### src/include/lfs_pkg.sv
// Shared types and constants for the LED driver fault supervisor.
package lfs_pkg;

  // Clock rate of ref_clk, in nanoseconds per cycle.
  localparam int unsigned CLK_PERIOD_NS = 10;

  // Enable-low hold that forces low-power shutdown, in clock cycles.
  localparam int unsigned SHUTDOWN_HOLD_CYCLES = 32750;

  // Longest stay in single-limit current mode, in clock cycles.
  localparam int unsigned SINGLE_LIMIT_CYCLES = 10000;

  // Sync pin low time that stops the device; it must be exceeded.
  localparam int unsigned SYNC_STOP_TIME_NS = 7000;
  localparam int unsigned SYNC_STOP_CYCLES = (SYNC_STOP_TIME_NS + CLK_PERIOD_NS - 1) / CLK_PERIOD_NS + 1;

  // Supply glitch filter for the falling lockout threshold; it must be exceeded.
  localparam int unsigned UNDERVOLTAGE_LOCKOUT_FALL_TIME_NS = 50000;
  localparam int unsigned UNDERVOLTAGE_LOCKOUT_FALL_CYCLES = (UNDERVOLTAGE_LOCKOUT_FALL_TIME_NS + CLK_PERIOD_NS - 1) / CLK_PERIOD_NS + 1;

  // Startup window in which single-limit current detection is masked.
  localparam int unsigned STARTUP_MASK_CYCLES = 1024;

  // Supervisor sequence states, one-hot.
  typedef enum logic [3:0] {
    LFS_OFF = 4'h1,
    LFS_DETECT = 4'h2,
    LFS_RUN = 4'h4,
    LFS_FAULT = 4'h8
  } lfs_state_t;

  // Comparator and host pin levels, all from outside the clock domain.
  typedef struct packed {
    logic swOverVolt;
    logic swCurLimit;
    logic swCurLimit2;
    logic inCurSingle;
    logic inCurDouble;
    logic supplyAboveRise;
    logic senseAboveRise;
    logic supplyBelowFall;
    logic supplyBelowMin;
    logic enDimPin;
    logic freqSetSyncPin;
  } lfs_sense_t;

  // Power stage controls.
  typedef struct packed {
    logic boostEnable;
    logic disconnectDrive;
    logic disconnectLimit;
    logic sinkEnable;
    logic ledDetectStart;
    logic lowPower;
  } lfs_drive_t;

  // Latched faults, each cleared only by a full shutdown.
  typedef struct packed {
    logic overVolt;
    logic curLimit2;
    logic doubleTrip;
    logic singleTimeout;
  } lfs_latch_t;

endpackage

### src/hw/lfs_supervisor.sv
// Fault supervision and shutdown sequencing for a boost LED driver.
module lfs_supervisor
  import lfs_pkg::*;
#(
  parameter int unsigned SHUTDOWN_HOLD = SHUTDOWN_HOLD_CYCLES,
  parameter int unsigned SINGLE_LIMIT = SINGLE_LIMIT_CYCLES,
  parameter int unsigned UNDERVOLTAGE_LOCKOUT_FALL = UNDERVOLTAGE_LOCKOUT_FALL_CYCLES,
  parameter int unsigned STARTUP_MASK = STARTUP_MASK_CYCLES
)
(
  input wire logic ref_clk,
  input wire logic rst,
  input wire lfs_sense_t sense,
  input wire logic cycleStart,
  input wire logic ledDetectDone,
  output lfs_drive_t drive,
  output logic errFlagOut,
  output logic errFlagOe,
  output lfs_latch_t latched,
  output lfs_state_t seqState
);

  typedef struct packed {
    lfs_state_t state;
    logic powerOk;
    logic cycleCut;
    lfs_latch_t latch;
    lfs_drive_t drive;
    logic flagLow;
  } lfs_sup_t;

  lfs_sup_t st;
  lfs_sup_t next_st;
  lfs_sense_t pin;
  logic enLowDone;
  logic syncStop;
  logic uvloFallDone;
  logic singleExpired;
  logic maskDone;
  logic fullShutdown;
  logic singleActive;
  logic singleRun;
  logic anyLatch;
  logic powered;

  if (SHUTDOWN_HOLD < 2 || SINGLE_LIMIT < 2 || UNDERVOLTAGE_LOCKOUT_FALL < 2 || STARTUP_MASK < 2)
  begin : g_count_check
    $error("lfs_supervisor timing counts must be at least two cycles");
  end

  // Hardware set beats a clear arriving in the same cycle.
  function automatic logic latch_next(input logic set, input logic held, input logic clear);
    latch_next = set | (held & ~clear);
  endfunction

  // Every comparator and host pin is asynchronous to ref_clk.
  lfs_pin_sync #(
    .WIDTH($bits(lfs_sense_t))
  ) u_pin_sync (
    .ref_clk(ref_clk),
    .rst(rst),
    .async(sense),
    .level(pin)
  );

  lfs_timer #(
    .LIMIT(SHUTDOWN_HOLD),
    .WIDTH($clog2(SHUTDOWN_HOLD + 1))
  ) u_en_low (
    .ref_clk(ref_clk),
    .rst(rst),
    .run(~pin.enDimPin),
    .done(enLowDone)
  );

  lfs_timer #(
    .LIMIT(SYNC_STOP_CYCLES),
    .WIDTH($clog2(SYNC_STOP_CYCLES + 1))
  ) u_sync_low (
    .ref_clk(ref_clk),
    .rst(rst),
    .run(~pin.freqSetSyncPin),
    .done(syncStop)
  );

  lfs_timer #(
    .LIMIT(UNDERVOLTAGE_LOCKOUT_FALL),
    .WIDTH($clog2(UNDERVOLTAGE_LOCKOUT_FALL + 1))
  ) u_undervoltage_lockout_fall (
    .ref_clk(ref_clk),
    .rst(rst),
    .run(pin.supplyBelowFall),
    .done(uvloFallDone)
  );

  lfs_timer #(
    .LIMIT(SINGLE_LIMIT),
    .WIDTH($clog2(SINGLE_LIMIT + 1))
  ) u_single (
    .ref_clk(ref_clk),
    .rst(rst),
    .run(singleRun),
    .done(singleExpired)
  );

  lfs_timer #(
    .LIMIT(STARTUP_MASK),
    .WIDTH($clog2(STARTUP_MASK + 1))
  ) u_mask (
    .ref_clk(ref_clk),
    .rst(rst),
    .run(st.state == LFS_RUN),
    .done(maskDone)
  );

  // Decoded conditions shared by the sequencer.
  always_comb
  begin
    powered = (st.state != LFS_OFF);
    anyLatch = |st.latch;
    fullShutdown = enLowDone | ~st.powerOk;
    singleActive = (st.state == LFS_RUN) & maskDone & pin.inCurSingle & ~pin.inCurDouble;
    singleRun = singleActive & ~anyLatch;
  end

  // Sequencer, fault latches and registered outputs.
  always_comb
  begin
    next_st = st;

    if (pin.supplyAboveRise && pin.senseAboveRise && !pin.supplyBelowMin && !uvloFallDone)
    begin
      next_st.powerOk = 1'b1;
    end
    if (uvloFallDone || pin.supplyBelowMin)
    begin
      next_st.powerOk = 1'b0;
    end

    next_st.latch.overVolt = latch_next(powered & pin.swOverVolt, st.latch.overVolt, fullShutdown);
    next_st.latch.curLimit2 = latch_next(powered & pin.swCurLimit2, st.latch.curLimit2, fullShutdown);
    next_st.latch.doubleTrip = latch_next(powered & pin.inCurDouble, st.latch.doubleTrip, fullShutdown);
    next_st.latch.singleTimeout = latch_next(singleRun & singleExpired, st.latch.singleTimeout, fullShutdown);

    next_st.cycleCut = pin.swCurLimit | (st.cycleCut & ~cycleStart);

    case (st.state)
      LFS_OFF:
      begin
        if (pin.enDimPin && st.powerOk && !enLowDone)
        begin
          next_st.state = LFS_DETECT;
        end
      end
      LFS_DETECT:
      begin
        if (ledDetectDone)
        begin
          next_st.state = LFS_RUN;
        end
      end
      LFS_RUN:
      begin
        if (anyLatch)
        begin
          next_st.state = LFS_FAULT;
        end
      end
      LFS_FAULT:
      begin
        if (!anyLatch)
        begin
          next_st.state = LFS_RUN;
        end
      end
      default:
      begin
        next_st.state = LFS_OFF;
      end
    endcase

    if (fullShutdown)
    begin
      next_st.state = LFS_OFF;
    end

    // Outputs follow next state and next latches so a trip acts on the following edge.
    next_st.drive = '0;
    next_st.drive.lowPower = (next_st.state == LFS_OFF);
    next_st.drive.ledDetectStart = (next_st.state == LFS_DETECT);
    if ((next_st.state == LFS_DETECT || next_st.state == LFS_RUN) && !(|next_st.latch))
    begin
      if (!syncStop)
      begin
        next_st.drive.disconnectDrive = 1'b1;
        next_st.drive.disconnectLimit = singleActive;
        if (next_st.state == LFS_RUN)
        begin
          next_st.drive.boostEnable = ~next_st.cycleCut & ~pin.swCurLimit2;
          next_st.drive.sinkEnable = pin.enDimPin;
        end
      end
    end

    next_st.flagLow = (|next_st.latch) | singleActive;
  end

  // State register.
  always_ff @(posedge ref_clk or posedge rst)
  begin
    if (rst)
    begin
      st <= '{state: LFS_OFF, default: '0};
    end
    else
    begin
      st <= next_st;
    end
  end

  assign errFlagOut = 1'b0;
  assign errFlagOe = st.flagLow;
  assign drive = st.drive;
  assign latched = st.latch;
  assign seqState = st.state;

endmodule

### src/hw/lfs_pin_sync.sv
// Three-stage synchroniser with agreement filter for asynchronous levels.
module lfs_pin_sync
  import lfs_pkg::*;
#(
  parameter int unsigned WIDTH = 1
)
(
  input wire logic ref_clk,
  input wire logic rst,
  input wire logic [WIDTH-1:0] async,
  output logic [WIDTH-1:0] level
);

  typedef struct packed {
    logic [WIDTH-1:0] first;
    logic [WIDTH-1:0] second;
    logic [WIDTH-1:0] third;
    logic [WIDTH-1:0] level;
  } lfs_sync_t;

  lfs_sync_t st;
  lfs_sync_t next_st;

  if (WIDTH < 1)
  begin : g_width_check
    $error("lfs_pin_sync needs WIDTH of at least one");
  end

  // The first stage feeds only the second; a change counts once stages two and three agree.
  always_comb
  begin
    next_st = st;
    next_st.first = async;
    next_st.second = st.first;
    next_st.third = st.second;
    for (int i = 0; i < WIDTH; i++)
    begin
      if (st.second[i] == st.third[i])
      begin
        next_st.level[i] = st.third[i];
      end
    end
  end

  // State register.
  always_ff @(posedge ref_clk or posedge rst)
  begin
    if (rst)
    begin
      st <= '0;
    end
    else
    begin
      st <= next_st;
    end
  end

  assign level = st.level;

endmodule

### src/hw/lfs_timer.sv
// Saturating duration timer that reports when a condition has held long enough.
module lfs_timer
  import lfs_pkg::*;
#(
  parameter int unsigned LIMIT = 16,
  parameter int unsigned WIDTH = 5
)
(
  input wire logic ref_clk,
  input wire logic rst,
  input wire logic run,
  output logic done
);

  typedef struct packed {
    logic [WIDTH-1:0] count;
  } lfs_tmr_t;

  lfs_tmr_t st;
  lfs_tmr_t next_st;

  if (LIMIT < 1 || LIMIT >= (64'h1 << WIDTH))
  begin : g_limit_check
    $error("lfs_timer LIMIT must be at least one and fit in WIDTH bits");
  end

  // Counts consecutive cycles of run and holds at the limit; any gap restarts it.
  always_comb
  begin
    next_st = st;
    if (!run)
    begin
      next_st.count = '0;
    end
    else if (st.count != WIDTH'(LIMIT))
    begin
      next_st.count = st.count + WIDTH'(1);
    end
  end

  // State register.
  always_ff @(posedge ref_clk or posedge rst)
  begin
    if (rst)
    begin
      st <= '0;
    end
    else
    begin
      st <= next_st;
    end
  end

  assign done = (st.count == WIDTH'(LIMIT));

endmodule

### config.mk
export PLATFORM = sky130hd
export DESIGN_NAME = lfs_supervisor
export DESIGN_NICKNAME = d
export VERILOG_FILES = /design/src/include/lfs_pkg.sv /design/src/hw/lfs_supervisor.sv /design/src/hw/lfs_pin_sync.sv /design/src/hw/lfs_timer.sv
export SDC_FILE = /design/constraint.sdc
export NUM_CORES = 1
export LEC_CHECK = 0
export ABC_CLOCK_PERIOD_IN_PS = 5100
export CORE_MARGIN = 8
export CORE_UTILIZATION = 57
export CTS_BUF_LIST = sky130_fd_sc_hd__clkbuf_4 sky130_fd_sc_hd__clkbuf_8 sky130_fd_sc_hd__clkbuf_16
export DETAILED_ROUTE_END_ITERATION = 8
export DONT_BUFFER_PORTS = 1
export PLACE_DENSITY = 0.72
export SLEW_MARGIN = 20
export SYNTH_ARGS = -nofsm -noshare
export SYNTH_HDL_FRONTEND = slang
export SYNTH_SLANG_ARGS = --single-unit
### constraint.sdc
create_clock -name ref_clk -period 5.1 [get_ports ref_clk]
set_input_delay 1.02 -clock ref_clk [delete_from_list [all_inputs] [get_ports ref_clk]]
set_output_delay 1.02 -clock ref_clk [all_outputs]
set_load 0.02 [all_outputs]
**Word level (Yosys, flattened, before mapping)**

Index checks and enable logic that the tools add are counted.

- Flip-flop bits (word level): 124
- Bits of input ports: 15
- Output and inout port bits: 16
- Word-level logic and storage cells: 137

- $add $sub $neg: 5
- Equality and inequality tests: 32
- Multiplexer cells: 22
- Bitwise gates (word level): 28
- Reductions and logical operators: 17

Operator list:

| kind | count |
|---|---|
| 15-bit 2-to-1 mux | 2 |
| 14-bit 2-to-1 mux | 2 |
| 4-bit 2-to-1 mux | 7 |
| 13-bit 2-to-1 mux | 2 |
| 11-bit 2-to-1 mux | 2 |
| 10-bit 2-to-1 mux | 2 |
| 4-bit one-hot mux with 4 select lines | 1 |
| 15-bit by 1-bit adder with 15-bit output (second input constant) | 1 |
| 15-bit == test (second input constant) | 1 |
| 15-bit inequality test (second input constant) | 1 |
| 14-bit by 1-bit adder with 14-bit output (second input constant) | 1 |
| 1-bit bitwise AND | 14 |
| 14-bit == test (second input constant) | 1 |
| 14-bit inequality test (second input constant) | 1 |
| 13-bit by 1-bit adder with 13-bit output (second input constant) | 1 |
| 13-bit == test (second input constant) | 1 |
| 13-bit inequality test (second input constant) | 1 |
| 11-bit by 1-bit adder with 11-bit output (second input constant) | 1 |
| 1-bit == test | 11 |
| 11-bit == test (second input constant) | 1 |
| 11-bit inequality test (second input constant) | 1 |
| 10-bit by 1-bit adder with 10-bit output (second input constant) | 1 |
| 10-bit == test (second input constant) | 1 |
| 10-bit inequality test (second input constant) | 1 |
| 15 further kinds | 46 |

**Logic depth before layout (Yosys ltp)**

Gate-level depths: netlist of run 1.

- Word-level depth: 11
- Mapped depth: 7
- Mapped depth without buffers: 6

**By module**

From an unflattened synthesis of run 1, not the netlist that was laid out.

- Cell total of the unflattened synthesis: 508
- Area total of the unflattened synthesis: 5669.2 um^2

By module, submodules not included:

| module | times used | cells each | area an instance (um^2) |
|---|---|---|---|
| lfs_pin_sync | 1 | 67 | 1311.3 |
| lfs_supervisor | 1 | 83 | 895.9 |
| lfs_timer (u_en_low) | 1 | 88 | 849.6 |
| lfs_timer (u_single) | 1 | 79 | 753.2 |
| lfs_timer (u_undervoltage_lockout_fall) | 1 | 71 | 696.9 |
| lfs_timer (u_mask) | 1 | 63 | 593.1 |
| lfs_timer (u_sync_low) | 1 | 57 | 569.3 |

**Least setup slack after synthesis of run 1**

No wires, ideal clock.

- Path kind: reg-to-reg
- From: register st (netlist bit seqState[0])
- To: register st (netlist bit drive[3])
- Library setup time: 0.129 ns
- Arrival: 1.812 ns
- Required time: 4.971 ns
- Setup slack: 3.158 ns
- Cell stages (with the launch flop): 6
- Path buffers: 1
- Path through: dfstp_2 -> buf_6 -> or4b_4 -> or4b_4 -> nor3_4 -> nor4_1

RTL lines:

| item | RTL line | RTL |
|---|---|---|
| start: declaration | lfs_supervisor.sv:32 | `lfs_sup_t st;` |
| start signal: assignment | lfs_supervisor.sv:217 | `st <= next_st;` |

**Worst setup path in the final report of run 1**

- From: register st (netlist bit seqState[1])
- To: register u_single.st[2] (netlist bit)

- Longest elaborated chain between the ends: 6
- Elaborated cells on any way between the ends: 7
- Classes of those cells: eq/ne (2); mux (1); bitwise (4)

RTL lines:

| item | RTL line | RTL |
|---|---|---|
| 4-bit by 3-bit == test with 1-bit output (*) | lfs_supervisor.sv:122 | `singleActive = (st.state == LFS_RUN) & maskDone & pin.inCurSingle & ~pin.inCurDouble;` |
| 1-bit bitwise AND (*) (3 in series) | lfs_supervisor.sv:122 |  |
| 1-bit bitwise AND (*) | lfs_supervisor.sv:123 | `singleRun = singleActive & ~anyLatch;` |
| 2-bit by 1-bit inequality test with 1-bit output (no source line) or 14-bit 2-to-1 mux (tied branches) | n/a |  |
| end signal: assignment | lfs_timer.sv:50 | `st <= next_st;` |
| end: declaration | lfs_timer.sv:19 | `lfs_tmr_t st;` |

Every way passes the cells marked *; elsewhere a longest branch is shown, timed or not.
A chain may end at the register's enable or synchronous reset.

==> results of run 1 <==
[metrics by stage]
step	hold slack [ps]	setup slack (ps)	cell area [sq um]
2_1_floorplan	331.2	782.4	5368
3_3_place_gp	333.6	2805	5360
3_5_place_dp	334.7	2702	5360
4_1_cts	347.5	2690	5939
5_1_grt	349.3	2508	5939
6_report	345.6	2676	5939
[worst max-delay path: stages (launching register included)]
cell and delay [ps]:
dfrtp_1 540, or4b_4 680, nor3b_1 350, nand3_1 480
a21oi_1 280
[cell type report]
class                   instances  share of cell area, %
multi-input cells             305                  34.40
flip-flops and latches        124                  52.26
repair buffers                  2                 0.2528
clock buffers                  21                  7.794
well taps                     111                  2.338
inverters                      15                 0.9901
clock inverters                10                  1.959
[cells by family (layout without fill, tap and decap cells)]
logic type,count (synthesis),in the layout,synth area share (%)
AND/OR/NAND/NOR,189,189,20.02
other,1,1,0.06986
flip-flops,124,124,57.83
buffers and inverters,41,48,4.103
XOR/XNOR,46,46,7.506
AO/OA/AOI/OAI,44,44,5.315
multiplexers,4,4,0.7692
adder cells (fa/ha/maj),21,21,4.382
[path summary, 6_finish.rpt]
check,startpoint,to,slack (ps),depth (start not counted)
hold / removal,u_pin_sync.next_st[24]$_DFF_PP0_,u_pin_sync.next_st[13]$_DFF_PP0_,350,0
setup reg to reg,seqState[1]$_DFF_PP0_,u_single.st[2]$_DFFE_PP0N_,2680,4
min in group asynchronous,rst,u_pin_sync.next_st[11]$_DFF_PP0_,370,1
setup / recovery,seqState[1]$_DFF_PP0_,u_single.st[2]$_DFFE_PP0N_,2680,4
hold reg to reg,u_pin_sync.next_st[24]$_DFF_PP0_,u_pin_sync.next_st[13]$_DFF_PP0_,350,0
max in group asynchronous,rst,u_pin_sync.level[5]$_DFFE_PP0N_,3770,2
[where the power goes]
| part | total (mW) | switching (mW) | leakage (nW) | internal, mW |
|---|---|---|---|---|
| clock | 1.15 | 0.417 | 0.283 | 0.735 |
| combinational | 0.0972 | 0.0588 | 0.683 | 0.0384 |
| sequential | 1.09 | 0.0612 | 1.61 | 1.03 |
| total | 2.34 | 0.537 | 2.57 | 1.80 |
[sequential cells by signal, indices dropped and copies added, names as in the netlist, 6 cells and up]
name / cells
drive: 6
u_en_low.st: 15
u_mask.st: 11
u_pin_sync.level: 11
u_pin_sync.next_st: 22
u_pin_sync.st: 11
u_single.st: 14
u_sync_low.st: 10
u_undervoltage_lockout_fall.st: 13
[cell usage after synthesis (2+ instances only)]
library cell    n  share of area, %
mux2i_1         3              0.56
or2_2           5              0.58
ha_1           10               2.3
a21oi_1        11               1.0
xnor2_1        17               2.8
nand3b_1        3              0.42
a211oi_1        4              0.56
nor2_1         41               2.9
or4_1           4              0.56
dfrtp_1       123                57
or4b_4          2              0.51
nand4b_1        4              0.65
nand2b_1        3              0.35
a21o_1          2              0.28
buf_4          15               2.1
nor2b_1         2              0.23
o21ai_0         9              0.84
inv_1          15               1.0
nand2_1        23               1.6
o211ai_1        3              0.42
a22o_1          3              0.49
a31oi_1         2              0.23
maj3_1         11               2.1
or3b_2          2              0.33
or4b_2          2              0.37
clkbuf_1        8              0.56
or3_1           6              0.70
nor4_1         16               1.9
nand3_1        20               1.9
nand4_1        15               1.7
nor3_1          8              0.75
buf_2           2              0.19
o31ai_1         6              0.84
and3_1          7              0.82
and2_1         14               1.6
and4_1          7               1.1
xor2_1         29               4.7
[metal layers]
metal | track usage, % | vias to the layer above
met5 | 0 | -
met1 | 20.96 | 1724
met2 | 25.52 | 56
met3 | 6.177 | 14
met4 | 7.016 | 0
li1 | - | 1634
==> key figures, run 1 <==
Synth
  – Distinct cell type count of the synthesized netlist: 50
  – Syn_nets: 495
  – Seq/Total Area, Yosys: 57.83%
  – Syn_area_per_cell: 11.42 sq um
  – Most used flip-flop cell after synthesis: dfrtp_1
  – Post-synth ARST share: 100.0%
  – Post-Syn Area: 5368 sq um
  – Post-synth EDFFs: 0
  – Flops & latches, synth: 124
  – Post-synthesis cell count: 470
  – Synth warnings: 0

Layout
  – Synth-to-layout area growth: 10.65%
  – Final Net Count: 490
  – FF/Latch Area: 3104 sq um
  – Commonest non-fill, non-tap cell in the layout: dfrtp_1
  – Fill count: 687
  – Most frequent cells in the layout: dfrtp_1, nor2_1, xor2_1, nand2_1, nand3_1
  – Non-Filler Instances: 588
  – Area taken by multi-input logic gates: slightly above 2000 sq um
  – Utilization after layout: 64.59%
  – Share of cells above drive strength 1: 10.06%
  – ANT cells: 0

Floorplan
  – Chip Width: about 110 um
  – Die height: 113.0 um
  – Starting Density: 58.37%
  – Die area: 12780 sq um
  – Cell row count: 35
  – IO Count: 31
  – Core area: 9196 sq um

Clocking
  – Post-CTS Setup Bufs: 0
  – CTS Buf Count: 17
  – Post-CTS sizing: 0
  – Clock transition at path regs: 60 ps
  – Clk buf depth: 2
  – Root Buffer Master: clkbuf_8
  – Htree depth: 4
  – Skew-Pair Late Insertion Delay: 520 ps
  – Clk sink count: 124
  – CTS tree: yes
  – Hold-fix buffers, CTS: 0

Detailed routing
  – DR WL/cell: around 16 um
  – DRC: 0
  – Total number of vias: 3428
  – DR iter-0 viols: 196
  – Met3 wire len: 414 um
  – Highest metal used: met4
  – DR vias/cell: ~5.8
  – Total wire length: 9599 um
  – Wire length on met1: 4433 um
  – TritonRoute pass-1 iters: 4
  – Remaining antenna violation count after routing: 0
  – WL met2: approximately 4600 um

Timing
  – Fmax: 412.5 MHz
  – Tmin final: 2424 ps
  – RSZ-0062 raised after global routing: false
  – # setup viols final: 0
  – Fin Setup TNS: 0 ps
  – Clock skew: around 7.4 ps
  – Final Hold Fails: 0
  – Final Cycle Share: between 40% and 50%
  – Slew margin rel.: 55.31%
  – Slew at the pin closest to its max-slew limit: 664.2 ps
  – Final Slew Violations: 0

Critical path
  – CP Capture Type: flip-flop
  – Crit path DAT: 2840 ps
  – Critical path launch point type: flip-flop
  – CP required: 5520 ps
  – Setup CP Type: reg2reg
  – Crit-path max FO: 14

Outcome
  – Status: finished clean

Placement
  – Detailed Place HPWL: 6234 um
  – GPL Wtd Cong: 0.8189
  – PortBufs: 0
  – Placed cell count: 557

Power and ir drop
  – Power per cell area: between 300 and 400 nW/um^2
  – Pleak: 2.575 nW
  – Tot Pwr: roughly 2.3 mW
  – VDD IR max: 0.3817 mV

Global routing
  – Initial antenna violation count: 0
  – Gr ovfl total: 0
  – Largest net degree at the start of global routing: 53
  – Vias in the first global route: 3463
  – Tot GR Track Use: 16.70%
  – First-pass GRT wire length: ~17000 um

Min path
  – Hold crit path type: reg2reg

Flow run
  – Max_cap viols: 0
Power figures use the tool's default switching activity.
==> inputs of run 2 (changes only) <==
--- a/config.mk
+++ b/config.mk
@@ -5,7 +5,7 @@
 export SDC_FILE = /design/constraint.sdc
 export NUM_CORES = 1
 export LEC_CHECK = 0
-export ABC_CLOCK_PERIOD_IN_PS = 5100
+export ABC_CLOCK_PERIOD_IN_PS = 2540
 export CORE_MARGIN = 8
 export CORE_UTILIZATION = 57
 export CTS_BUF_LIST = sky130_fd_sc_hd__clkbuf_4 sky130_fd_sc_hd__clkbuf_8 sky130_fd_sc_hd__clkbuf_16
==> constraint.sdc (replaced) <==
create_clock -name ref_clk -period 2.54 [get_ports ref_clk]
set_input_delay 0.508 -clock ref_clk [delete_from_list [all_inputs] [get_ports ref_clk]]
set_output_delay 0.508 -clock ref_clk [all_outputs]
set_load 0.02 [all_outputs]
==> key figures, run 2 (same netlist as run 1, synthesis figures left out) <==
Outcome
  – Status: finished clean (unchanged)

Power and ir drop
  – VDD IR max: 0.9521 mV (was 0.3817 mV)
  – Switching Power: 1.158 mW (was 0.5367 mW)
  – Reg power frac: 44.9% (was 46.6%)
  – Comb power frac: 4.9% (was 4.2%)
  – Clk pwr share: 50.3% (was 49.2%)
  – Power per cell area: 788.6 nW/um^2 (was 393.8 nW/um^2)
  – Pleak: 2.662 nW (was 2.575 nW)
  – Int Power: 3.691 mW (was 1.802 mW)
  – Sw Share: 23.87% (was 22.95%)
  – Tot Pwr: 4.849 mW (was 2.339 mW)

Critical path
  – Critical path launch point type: flip-flop (unchanged)
  – FF-to-FF setup slack: 320 ps (was 2680 ps)
  – Worst r2r path cells: 4 (unchanged)
  – Crit path DAT: 2610 ps (was 2840 ps)
  – Worst flop-to-flop path endpoint: drive[3]$_DFF_PP0_ (was u_single.st[2]$_DFFE_PP0N_)
  – Critical R2R Launch: seqState[2]$_DFF_PP0_ (was seqState[1]$_DFF_PP0_)
  – Crit-path max FO: 13 (was 14)
  – CP Capture Type: flip-flop (unchanged)
  – CP required: 2930 ps (was 5520 ps)
  – Setup CP Type: reg2reg (unchanged)

Clocking
  – CTS Buf Count: 17 (unchanged)
  – Clk buf depth: 2 (unchanged)
  – Root Buffer Master: clkbuf_8 (unchanged)
  – Hold-fix buffers, CTS: 11 (was 0)
  – Clock transition at path regs: 60 ps (about the same)
  – Skew-Pair Late Insertion Delay: 530 ps (was 520 ps)
  – CTS tree: yes (unchanged)
  – Htree depth: 4 (unchanged)
  – Post-CTS sizing: 0 (unchanged)
  – Clk sink count: 124 (unchanged)
  – Post-CTS Setup Bufs: 0 (unchanged)

Detailed routing
  – TritonRoute pass-1 iters: 4 (unchanged)
  – Total wire length: 9702 um (was 9599 um)
  – Remaining antenna violation count after routing: 0 (unchanged)
  – Total number of vias: 3460 (was 3428)
  – DRC: 0 (unchanged)
  – DR iter-0 viols: 188 (was 196)
  – DR WL/cell: 16.04 um (was 16.32 um)
  – DR vias/cell: 5.719 (was 5.830)

Timing
  – Slew at the pin closest to its max-slew limit: 839.2 ps (was 664.2 ps)
  – Clock skew: 9.503 ps (was 7.442 ps)
  – Final Hold Fails: 0 (unchanged)
  – Fmax: 449.7 MHz (was 412.5 MHz)
  – Tmin final: 2223 ps (was 2424 ps)
  – Final Slew Violations: 0 (unchanged)
  – Fin Setup TNS: 0 ps (unchanged)
  – # setup viols final: 0 (unchanged)
  – RSZ-0062 raised after global routing: false (unchanged)
  – Slew margin rel.: 43.93% (was 55.31%)
  – Final Cycle Share: 87.54% (was 47.54%)

Global routing
  – Vias in the first global route: 3429 (was 3463)
  – First-pass GRT wire length: 16670 um (was 16930 um)
  – Tot GR Track Use: 16.65% (was 16.70%)
  – Largest net degree at the start of global routing: 38 (was 53)
  – Gr ovfl total: 0 (unchanged)
  – Initial antenna violation count: 0 (unchanged)

Layout
  – Commonest non-fill, non-tap cell in the layout: dfrtp_1 (unchanged)
  – Largest register FFs: 22 (unchanged)
  – Share of cells above drive strength 1: 10.93% (was 10.06%)
  – FF/Latch Area: 3104 sq um (unchanged)
  – Final instance area: 6148 sq um (was 5939 sq um)
  – Final Net Count: 506 (was 490)
  – Most frequent cells in the layout: dfrtp_1, nor2_1, xor2_1, nand2_1, nand3_1 (unchanged)
  – Synth-to-layout area growth: 14.55% (was 10.65%)
  – ANT cells: 0 (unchanged)
  – Area taken by multi-input logic gates: 2043 sq um (unchanged)
  – Fill count: 661 (was 687)

Placement
  – Detailed Place HPWL: 6304 um (was 6234 um)
  – GPL Wtd Cong: 0.8394 (was 0.8189)
  – Placed inst area: 5436 sq um (was 5360 sq um)
  – PortBufs: 0 (unchanged)

Floorplan
  – IO Count: 31 (unchanged)
  – Cell row count: 35 (unchanged)
  – Die area: 12780 sq um (unchanged)
  – Die height: 113.0 um (unchanged)
  – Starting Density: 58.37% (unchanged)
  – Core area: 9196 sq um (unchanged)
  – Chip Width: 113.0 um (unchanged)

Flow run
  – Max_cap viols: 0 (unchanged)

Min path
  – Hold crit path type: in2async (was reg2reg)
-- run 2: changes by cell type in the layout (fill, tap and decap cells not counted), sizes merged --
cell and change:
clkbuf -3, inv +6, clkinvlp +1, bufinv +1, clkinv -4, buf +5
dlygate4sd3 +11
-- run 2: power by group through the flow --
stage	logic, mW	clock network [mW]	registers [mW]
after floorplan	0.210	0	2.16
after global placement	0.216	0	2.21
after detailed placement	0.222	0	2.21
after CTS	0.240	2.50	2.18
after global routing	0.267	2.58	2.19
final	0.236	2.44	2.18
-- run 2: area by class of cell --
cell class	count	area share [%]
flip-flops and latches	124	50.49
multi-input cells	305	33.23
clock buffers	18	6.858
repair buffers	18	3.256
clock inverters	14	2.930
well taps	111	2.259
inverters	15	0.9768
-- run 2: worst max path at each step --
stage | start | endpoint | slack, ps | cells after the start
floorplan | rst | drive[0]$_DFF_PP0_ | 510 | 1
global placement | seqState[2]$_DFF_PP0_ | drive[5]$_DFF_PP0_ | 440 | 4
detailed placement | seqState[2]$_DFF_PP0_ | drive[3]$_DFF_PP0_ | 400 | 4
CTS | seqState[2]$_DFF_PP0_ | drive[3]$_DFF_PP0_ | 310 | 4
global route | seqState[0]$_DFF_PP1_ | drive[4]$_DFF_PP0_ | 180 | 4
finish | seqState[2]$_DFF_PP0_ | drive[3]$_DFF_PP0_ | 320 | 4
-- run 2: critical path, cell delays in order (launching register included) --
cell and delay, ps:
dfrtp_1 520, or4b_4 610, or4b_4 540, nor3_4 300, nor4_1 110
-- run 2: routing by layer --
layer,global-route usage [%],part of all wire [%],vias to the layer above,routed length [um]
met5,0,0,-,0
met4,8.703,2.2,0,211
met3,6.230,4.1,17,397
met2,24.84,48,64,4625
met1,20.73,46,1709,4468
li1,-,-,1670,-
-- run 2: per-stage QoR --
stage	hold WS [ps]	setup slack (ps)	util [%]	cells
final	12.25	316.5	66.86	605
after global routing	48.33	183.9	66.86	605
after CTS	17.53	314.3	66.86	605
after detailed placement	340.3	399.3	59.12	562
after global placement	334.8	439.0	59.12	562
after floorplan	331.2	507.5	-	470
